[config.mk]
export PLATFORM = sky130hd
export DESIGN_NAME = fpec_core
export DESIGN_NICKNAME = d
export VERILOG_FILES = /design/src/core/fpec_core.v
export VERILOG_INCLUDE_DIRS = /design/src /design/src/core
export SDC_FILE = /design/constraint.sdc
export NUM_CORES = 1
export LEC_CHECK = 0
export BUFFER_PORTS_ARGS = -buffer_cell sky130_fd_sc_hd__buf_2
export CAP_MARGIN = 40
export CORE_MARGIN = 3
export CORE_UTILIZATION = 35
export DETAILED_ROUTE_END_ITERATION = 6
export MAX_ROUTING_LAYER = met4
export PLACE_DENSITY = 0.56
export SYNTH_ARGS = -nofsm -noshare
export SYNTH_HDL_FRONTEND = slang
export SYNTH_SLANG_ARGS = --single-unit
[constraint.sdc]
create_clock -name i_clk -period 6.2 [get_ports i_clk]
set_input_delay 0.62 -clock i_clk [delete_from_list [all_inputs] [get_ports i_clk]]
set_output_delay 0.62 -clock i_clk [all_outputs]
set_load 0.05 [all_outputs]
[src/core/fpec_defines.vh]
`ifndef FPEC_DEFINES_VH
`define FPEC_DEFINES_VH

// ----------------------------------------------------------------------
// Register byte offsets
// ----------------------------------------------------------------------
`define FPEC_OFF_CTRL         12'h000
`define FPEC_OFF_KEY          12'h004
`define FPEC_OFF_SCALE        12'h008
`define FPEC_OFF_CACHE        12'h00c
`define FPEC_OFF_STATUS       12'h010
`define FPEC_OFF_XADDR        12'h014
`define FPEC_OFF_XDATA        12'h018

// ----------------------------------------------------------------------
// Field positions
// ----------------------------------------------------------------------
`define FPEC_CTRL_WE_BIT      0
`define FPEC_CTRL_EE_BIT      1
`define FPEC_SCALE_WT_BIT     4
`define FPEC_CACHE_BLK_BIT    0
`define FPEC_XADDR_SHORT_BIT  16

// ----------------------------------------------------------------------
// Values
// ----------------------------------------------------------------------
`define FPEC_KEY_FIRST        8'ha5
`define FPEC_KEY_SECOND       8'hf1
`define FPEC_ERASED_BYTE      8'hff
`define FPEC_SHORT_ADDR_MAX   16'h00ff
`define FPEC_PAGE_BYTES       512
`define FPEC_CTRL_RST         2'h0
`define FPEC_SCALE_RST        8'h00
`define FPEC_CACHE_RST        8'h00

// ----------------------------------------------------------------------
// Timing
// ----------------------------------------------------------------------
`define FPEC_CLK_MHZ          25
`define FPEC_PROG_TIME_US     40
`define FPEC_ERASE_TIME_US    20000

`endif

[src/core/fpec_core.v]
// Contract
// - Byte program only clears bits; only erase sets bits back to one.
// - Flash pages are 512 bytes; erase sets every byte of the page to ff.
// - Program and erase are timed internally; no polling needed.
// - Core execution is stalled for the whole program or erase.
// - Key register takes a5 then f1 before each operation, in order.
// - Wrong or out-of-order key blocks flash modification until reset.
// - An operation attempted before full key blocks modification until reset.
// - Key relocks after each completed program or erase.
// - Write enable steers external-move writes to flash until software clears it.
// - Erase: erase and write enable, keys, one write anywhere in the page.
// - Program: write enable, erase clear, keys, one data write programs the byte.
// - Short 8-bit-address writes above 00ff never program or erase flash; a short erase still clears its whole page.
// - Block write caches first byte, commits pair at second in one byte time.
// - In block write a lone first byte is never committed.
// - Modify only with write enable; erase needs write and erase enable.
`timescale 1ns/1ps
`include "fpec_defines.vh"

module fpec_core #(
   parameter AW          = 15,
   parameter PROG_CYCLES = ((`FPEC_PROG_TIME_US * `FPEC_CLK_MHZ) < 1) ? 1 :
                           (`FPEC_PROG_TIME_US * `FPEC_CLK_MHZ),
   parameter ERASE_CYCLES = `FPEC_ERASE_TIME_US * `FPEC_CLK_MHZ
) (
   // Clock and reset
   input  wire          i_clk,
   input  wire          i_rst,
   // AHB-Lite slave
   input  wire          i_hsel,
   input  wire [31:0]   i_haddr,
   input  wire [1:0]    i_htrans,
   input  wire          i_hwrite,
   input  wire [2:0]    i_hsize,
   input  wire [31:0]   i_hwdata,
   input  wire          i_hready,
   output wire          o_hreadyout,
   output wire          o_hresp,
   output reg  [31:0]   o_hrdata,
   // Flash array port
   output reg           o_fl_prog,
   output reg           o_fl_erase,
   output reg  [AW-1:0] o_fl_addr,
   output reg  [15:0]   o_fl_wdata,
   output reg           o_fl_pair,
   input  wire [7:0]    i_fl_rdata,
   // Data RAM port for writes that miss flash
   output reg           o_ram_we,
   output reg  [15:0]   o_ram_addr,
   output reg  [7:0]    o_ram_wdata,
   // Core stall
   output wire          o_core_stall
);

   // -------------------------------------------------------------------
   // Constants
   // -------------------------------------------------------------------
   localparam [31:0] PROG_CNT  = PROG_CYCLES;
   localparam [31:0] ERASE_CNT = ERASE_CYCLES;
   localparam [31:0] PAGE_MASK = `FPEC_PAGE_BYTES - 1;

   localparam [1:0] ST_IDLE = 2'h0;
   localparam [1:0] ST_PROG = 2'h1;
   localparam [1:0] ST_ERAS = 2'h2;

   localparam [1:0] KEY_LOCKED = 2'h0;
   localparam [1:0] KEY_HALF   = 2'h1;
   localparam [1:0] KEY_OPEN   = 2'h2;

   // -------------------------------------------------------------------
   // State
   // -------------------------------------------------------------------
   reg  [1:0]    ctrl_r;
   reg  [7:0]    scale_r;
   reg  [7:0]    cache_ctl_r;
   reg  [1:0]    key_r;
   reg           blocked_r;
   reg  [1:0]    state_r;
   reg  [31:0]   cnt_r;
   reg           buf_vld_r;
   reg  [AW-1:0] buf_addr_r;
   reg  [7:0]    buf_data_r;
   reg  [16:0]   xaddr_r;
   reg           dph_r;
   reg           dwr_r;
   reg  [11:0]   doff_r;

   wire          busy   = (state_r != ST_IDLE);
   wire          wr_en  = ctrl_r[`FPEC_CTRL_WE_BIT];
   wire          er_en  = ctrl_r[`FPEC_CTRL_EE_BIT];
   wire          blk_en = cache_ctl_r[`FPEC_CACHE_BLK_BIT];
   wire [15:0]   xa     = xaddr_r[15:0];
   wire          xshort = xaddr_r[`FPEC_XADDR_SHORT_BIT];

   // Stall a bus data phase that falls in an operation; the core itself is held off by o_core_stall
   assign o_hreadyout  = ~(dph_r & busy);
   assign o_core_stall = busy;
   assign o_hresp      = 1'b0;

   wire addr_ph = i_hsel & i_hready & i_htrans[1];

   // -------------------------------------------------------------------
   // Helpers
   // -------------------------------------------------------------------
   function [AW-1:0] page_base;
      input [AW-1:0] a;
      begin
         page_base = a & ~PAGE_MASK[AW-1:0];
      end
   endfunction

   // -------------------------------------------------------------------
   // Address phase capture
   // -------------------------------------------------------------------
   always @(posedge i_clk or posedge i_rst) begin
      if (i_rst) begin
         dph_r  <= 1'b0;
         dwr_r  <= 1'b0;
         doff_r <= 12'h000;
      end else if (o_hreadyout) begin
         dph_r  <= addr_ph;
         dwr_r  <= addr_ph & i_hwrite;
         doff_r <= i_haddr[11:0];
      end
   end

   wire wr_go = dph_r & dwr_r & ~busy;

   // -------------------------------------------------------------------
   // Read mux
   // -------------------------------------------------------------------
   always @(posedge i_clk or posedge i_rst) begin
      if (i_rst) begin
         o_hrdata <= 32'h00000000;
      end else if (addr_ph & ~i_hwrite & o_hreadyout) begin
         case (i_haddr[11:0])
            `FPEC_OFF_CTRL:   o_hrdata <= {30'h0, ctrl_r};
            `FPEC_OFF_SCALE:  o_hrdata <= {24'h0, scale_r};
            `FPEC_OFF_CACHE:  o_hrdata <= {24'h0, cache_ctl_r};
            `FPEC_OFF_STATUS: o_hrdata <= {27'h0, buf_vld_r, blocked_r, busy, key_r};
            `FPEC_OFF_XADDR:  o_hrdata <= {15'h0, xaddr_r};
            `FPEC_OFF_XDATA:  o_hrdata <= {24'h0, i_fl_rdata};
            default:          o_hrdata <= 32'h00000000;
         endcase
      end
   end

   // -------------------------------------------------------------------
   // Registers, key machine and operation sequencer
   // -------------------------------------------------------------------
   wire          xwr      = wr_go & (doff_r == `FPEC_OFF_XDATA);
   wire          to_flash = xwr & wr_en;
   wire          short_ok = ~xshort | (xa <= `FPEC_SHORT_ADDR_MAX);
   wire [7:0]    xd       = i_hwdata[7:0];
   wire [AW-1:0] fa       = xa[AW-1:0];

   always @(posedge i_clk or posedge i_rst) begin
      if (i_rst) begin
         ctrl_r      <= `FPEC_CTRL_RST;
         scale_r     <= `FPEC_SCALE_RST;
         cache_ctl_r <= `FPEC_CACHE_RST;
         key_r       <= KEY_LOCKED;
         blocked_r   <= 1'b0;
         state_r     <= ST_IDLE;
         cnt_r       <= 32'h00000000;
         buf_vld_r   <= 1'b0;
         buf_addr_r  <= {AW{1'b0}};
         buf_data_r  <= 8'h00;
         xaddr_r     <= 17'h00000;
         o_fl_prog   <= 1'b0;
         o_fl_erase  <= 1'b0;
         o_fl_addr   <= {AW{1'b0}};
         o_fl_wdata  <= 16'h0000;
         o_fl_pair   <= 1'b0;
         o_ram_we    <= 1'b0;
         o_ram_addr  <= 16'h0000;
         o_ram_wdata <= 8'h00;
      end else begin
         o_fl_prog  <= 1'b0;
         o_fl_erase <= 1'b0;
         o_ram_we   <= 1'b0;
         if (busy) begin
            // Hardware timing of the operation
            if (cnt_r <= 32'h00000001) begin
               state_r <= ST_IDLE;
               cnt_r   <= 32'h00000000;
            end else begin
               cnt_r <= cnt_r - 32'h00000001;
            end
         end
         if (wr_go) begin
            case (doff_r)
               `FPEC_OFF_CTRL:  ctrl_r      <= i_hwdata[1:0];
               `FPEC_OFF_SCALE: scale_r     <= i_hwdata[7:0];
               `FPEC_OFF_CACHE: cache_ctl_r <= i_hwdata[7:0];
               `FPEC_OFF_XADDR: xaddr_r     <= i_hwdata[16:0];
               `FPEC_OFF_KEY: begin
                  // Blocking does not stop the key sequence; blocked_r still bars flash until reset
                  if (key_r == KEY_LOCKED && xd == `FPEC_KEY_FIRST)
                     key_r <= KEY_HALF;
                  else if (key_r == KEY_HALF && xd == `FPEC_KEY_SECOND)
                     key_r <= KEY_OPEN;
                  else begin
                     key_r     <= KEY_LOCKED;
                     blocked_r <= 1'b1;
                  end
               end
               default: ;
            endcase
         end
         if (xwr & ~wr_en) begin
            // RAM write leaves flash and key alone
            o_ram_we    <= 1'b1;
            o_ram_addr  <= xa;
            o_ram_wdata <= xd;
         end
         if (to_flash) begin
            // Any flash attempt consumes the key, whatever the outcome
            key_r <= KEY_LOCKED;
            if (key_r != KEY_OPEN) begin
               blocked_r <= 1'b1;
            end else if (~blocked_r & short_ok) begin
               if (er_en) begin
                  state_r    <= ST_ERAS;
                  cnt_r      <= ERASE_CNT;
                  o_fl_erase <= 1'b1;
                  o_fl_addr  <= page_base(fa);
                  buf_vld_r  <= 1'b0;
               end else if (blk_en & ~buf_vld_r) begin
                  // First of a pair: hold it, no array activity yet
                  buf_vld_r  <= 1'b1;
                  buf_addr_r <= fa;
                  buf_data_r <= xd;
               end else if (blk_en) begin
                  // Pair commits in one program time
                  buf_vld_r  <= 1'b0;
                  state_r    <= ST_PROG;
                  cnt_r      <= PROG_CNT;
                  o_fl_prog  <= 1'b1;
                  o_fl_pair  <= 1'b1;
                  o_fl_addr  <= buf_addr_r;
                  // Array ANDs the data in, so bits only fall
                  o_fl_wdata <= {xd, buf_data_r};
               end else begin
                  state_r    <= ST_PROG;
                  cnt_r      <= PROG_CNT;
                  o_fl_prog  <= 1'b1;
                  o_fl_pair  <= 1'b0;
                  o_fl_addr  <= fa;
                  o_fl_wdata <= {8'hff, xd};
               end
            end
         end
      end
   end

endmodule // fpec_core

==> flow_metrics.env <==
export IMPL_fmax_mhz=307
export IMPL_endpoint_kind="register"
export IMPL_track_usage_pct=16.5
export IMPL_htree_levels=4
export IMPL_fillers=2413
export IMPL_drtAntennaViolNets=0
export IMPL_max_slew_margin_pct=43.5
export IMPL_die_y_um=164
export IMPL_irDropWorstVdd_v=0.000142
export IMPL_via_per_inst=4.94
export IMPL_crit_buf_inv=1
export IMPL_ctsResizeCount=0
export IMPL_async_flop_share_pct=100
export IMPL_drc=0
export IMPL_die_area_mm2=0.0268
export IMPL_drt_iter0_drc=281
export IMPL_fin_ws_ns=2.94
export IMPL_tightest_slew_ns=0.840
export IMPL_netlist_area_mm2=0.00869
export IMPL_wl_mm=20.8
export IMPL_synth_main_ff_cell="dfrtp_1"
export IMPL_reg2reg_depth=5
export IMPL_avgSynthCellArea_um2=12.0
export IMPL_status="completed"
export IMPL_wl_per_cell_um=17.7
export IMPL_required_ns=6.52
export IMPL_cts_sinks=186
export IMPL_cp_slowest_cell="nor2b_1"
export IMPL_synth_edff_count=0
export IMPL_setup_viol=0
export IMPL_finalHoldViolations=0
export IMPL_path_cells="nor2b_1 -> and2_1 -> and3b_1 -> buf_4 -> mux2_2"
export IMPL_report_final_slew_viol_count=0
export IMPL_critPathMaxFanout=16
export IMPL_num_rows=57
export IMPL_syn_inst=726
export IMPL_initial_core_util_pct=35.6
export IMPL_crit_cells=5
export IMPL_place_gp_congestion=0.759
export IMPL_worst_path_dominant_cell_family="simple AND/OR/NAND/NOR gates"
export IMPL_finalCritPeriodShare_pct=52.6
export IMPL_num_io_pins=176
export IMPL_n_antenna_cell=0
export IMPL_cts_hold_buf=0
export IMPL_clk_pin_slew_ns=0.07
export IMPL_p_leak_nw=5.03
export IMPL_numCtsBuffers=17
export IMPL_yosysUniqueCellTypes=69
export IMPL_overflow=0
export IMPL_setup_tns_ns=0
export IMPL_min_period_ns=3.26
export IMPL_crit_arrival_ns=3.58
export IMPL_dp_hpwl_mm=14.2
export IMPL_cts_root_buf="clkbuf_16"
export IMPL_core_area_mm2=0.0244
export IMPL_synth_seq_cells=186
export IMPL_antenna_found_initial=0
export IMPL_num_vias=5786
export IMPL_max_stage_delay_ns=0.76
export IMPL_grt_max_degree=72
export IMPL_final_common_cell="dfrtp_1"
export IMPL_fin_skew_ns=0.0128
export IMPL_layout_drive_gt1_share_pct=31.6
export IMPL_p_per_area_mw_per_mm2=244
export IMPL_yosys_warnings=0
export IMPL_area_growth_pct=16.4
export IMPL_dr_pass1_iters=6
export IMPL_grt_pass1_vias=5818
export IMPL_clkLatencyLatePin_ns=0.44
export IMPL_dp_slack_ns=2.88
export IMPL_cts_tree="built"
export IMPL_yosysSeqAreaShare_pct=53.5
export IMPL_finalNetCount=920
export IMPL_die_x_um=164
export IMPL_cp_start_kind="register"
export IMPL_grt_setup_unrepaired="false"
export IMPL_grt_pass1_wl_mm=33.2
export IMPL_io_buffers=120
export IMPL_worstSetupPathType="reg -> reg"
export IMPL_cts_buffer_depth=2
export IMPL_most_common_layout_cells="dfrtp_1 (186), buf_2 (120), nand2_1 (63), mux2_2 (59), nor2_1 (48)"
export IMPL_hold_class="in -> async"
export IMPL_post_cts_repair_setup_buffers=0
export IMPL_drv_cap=0
==> cell families after synthesis <==
kind of cell / Yosys count / synth area share (%)
multiplexers: 131 / 17.6
buffers and inverters: 73 / 4.69
XOR/XNOR: 27 / 2.72
flip-flops: 186 / 53.5
other: 1 / 0.0431
adder cells (fa/ha/maj): 2 / 0.288
AND/OR/NAND/NOR: 226 / 15.0
AO/OA/AOI/OAI: 80 / 6.10
==> metal layers <==
metal | wire [um] | global-route usage [%] | part of all wire, % | vias to the layer above
met2 | 9940 | 25.5 | 48 | 107
met4 | 220 | 4.15 | 1.1 | 0
li1 | - | - | - | 2770
met3 | 757 | 2.79 | 3.6 | 17
met1 | 9840 | 22.6 | 47 | 2892
met5 | 0 | - | 0 | -
==> flip-flops by register name, indices dropped and copies added (netlist names), 8 cells and up <==
signal,cells
cnt_r,32
buf_data_r,8
cache_ctl_r,8
buf_addr_r,15
xaddr_r,17
doff_r,12
o_ram_addr,16
scale_r,8
o_hrdata,17
o_fl_addr,15
o_ram_wdata,8
o_fl_wdata,16
==> through the flow <==
stage	hold slack, ns	power [W]	cells	util (%)	area, um^2
final	0.197	0.00247	1172	41.5	10100
after global routing	0.214	0.00257	1172	41.5	10100
after CTS	0.200	0.00250	1172	41.5	10100
after detailed placement	0.459	0.00140	1141	39.1	9530
after global placement	0.455	0.00139	1139	38.9	9480
after floorplan	0.440	0.00135	741	-	8750
==> cells in the mapped netlist, types with 4 or more instances <==
| library cell | n | area, um^2 |
|---|---|---|
| a21oi_1 | 13 | 65.1 |
| a222oi_1 | 4 | 40.0 |
| a22o_1 | 10 | 87.6 |
| and2_1 | 4 | 25.0 |
| and3_1 | 4 | 25.0 |
| and4_1 | 4 | 35.0 |
| buf_2 | 8 | 40.0 |
| buf_4 | 17 | 128 |
| buf_6 | 8 | 90.1 |
| clkbuf_1 | 17 | 63.8 |
| dfrtp_1 | 186 | 4650 |
| inv_1 | 19 | 71.3 |
| mux2_1 | 27 | 304 |
| mux2_2 | 59 | 664 |
| mux2_4 | 20 | 300 |
| mux2i_1 | 24 | 240 |
| nand2_1 | 63 | 236 |
| nand2b_1 | 6 | 37.5 |
| nand3_1 | 8 | 40.0 |
| nand4_1 | 5 | 31.3 |
| nor2_1 | 48 | 180 |
| nor2b_1 | 5 | 31.3 |
| nor3_1 | 14 | 70.1 |
| nor3_2 | 4 | 40.0 |
| nor3b_1 | 10 | 75.1 |
| nor4_1 | 8 | 50.1 |
| o21ai_0 | 30 | 150 |
| o21ai_1 | 5 | 25.0 |
| or3_1 | 5 | 31.3 |
| or4_1 | 9 | 67.6 |
| xnor2_1 | 14 | 123 |
| xor2_1 | 13 | 114 |
==> worst reg2reg max path: stages (launching register included) <==
cell	delay, ns
dfrtp_1	0.60
nor2b_1	0.76
and2_1	0.40
and3b_1	0.69
buf_4	0.35
mux2_2	0.36
==> report_power, final <==
part / internal, W / switching (W)
Combinational: 0.0000348 / 0.0000949
Sequential: 0.00123 / 0.0000144
Clock: 0.000584 / 0.000518
Total: 0.00185 / 0.000627
==> area by class of cell <==
class                           instances  area (um^2)  share of cell area [%]
Clock buffer                           18          439                    4.34
Tap cell                              324          405                    4.01
Timing Repair Buffer                  129          696                    6.87
Multi-Input combinational cell        482         3690                    36.4
Clock inverter                         13          155                    1.53
Inverter                               20         82.6                   0.816
Sequential cell                       186         4650                    46.0
==> worst paths after layout <==
check	from	end	slack, ns
setup reg to reg	ctrl_r[1]	buf_data_r[7]	2.94
setup / recovery	ctrl_r[1]	buf_data_r[7]	2.94
hold reg to reg	doff_r[9]	doff_r[9]	0.47
max in group asynchronous	i_rst	scale_r[3]	4.83
hold / removal	i_rst	cnt_r[28]	0.20
min in group i_clk	i_haddr[6]	doff_r[6]	0.41
No activity file was read; power rests on OpenSTA's default activity.
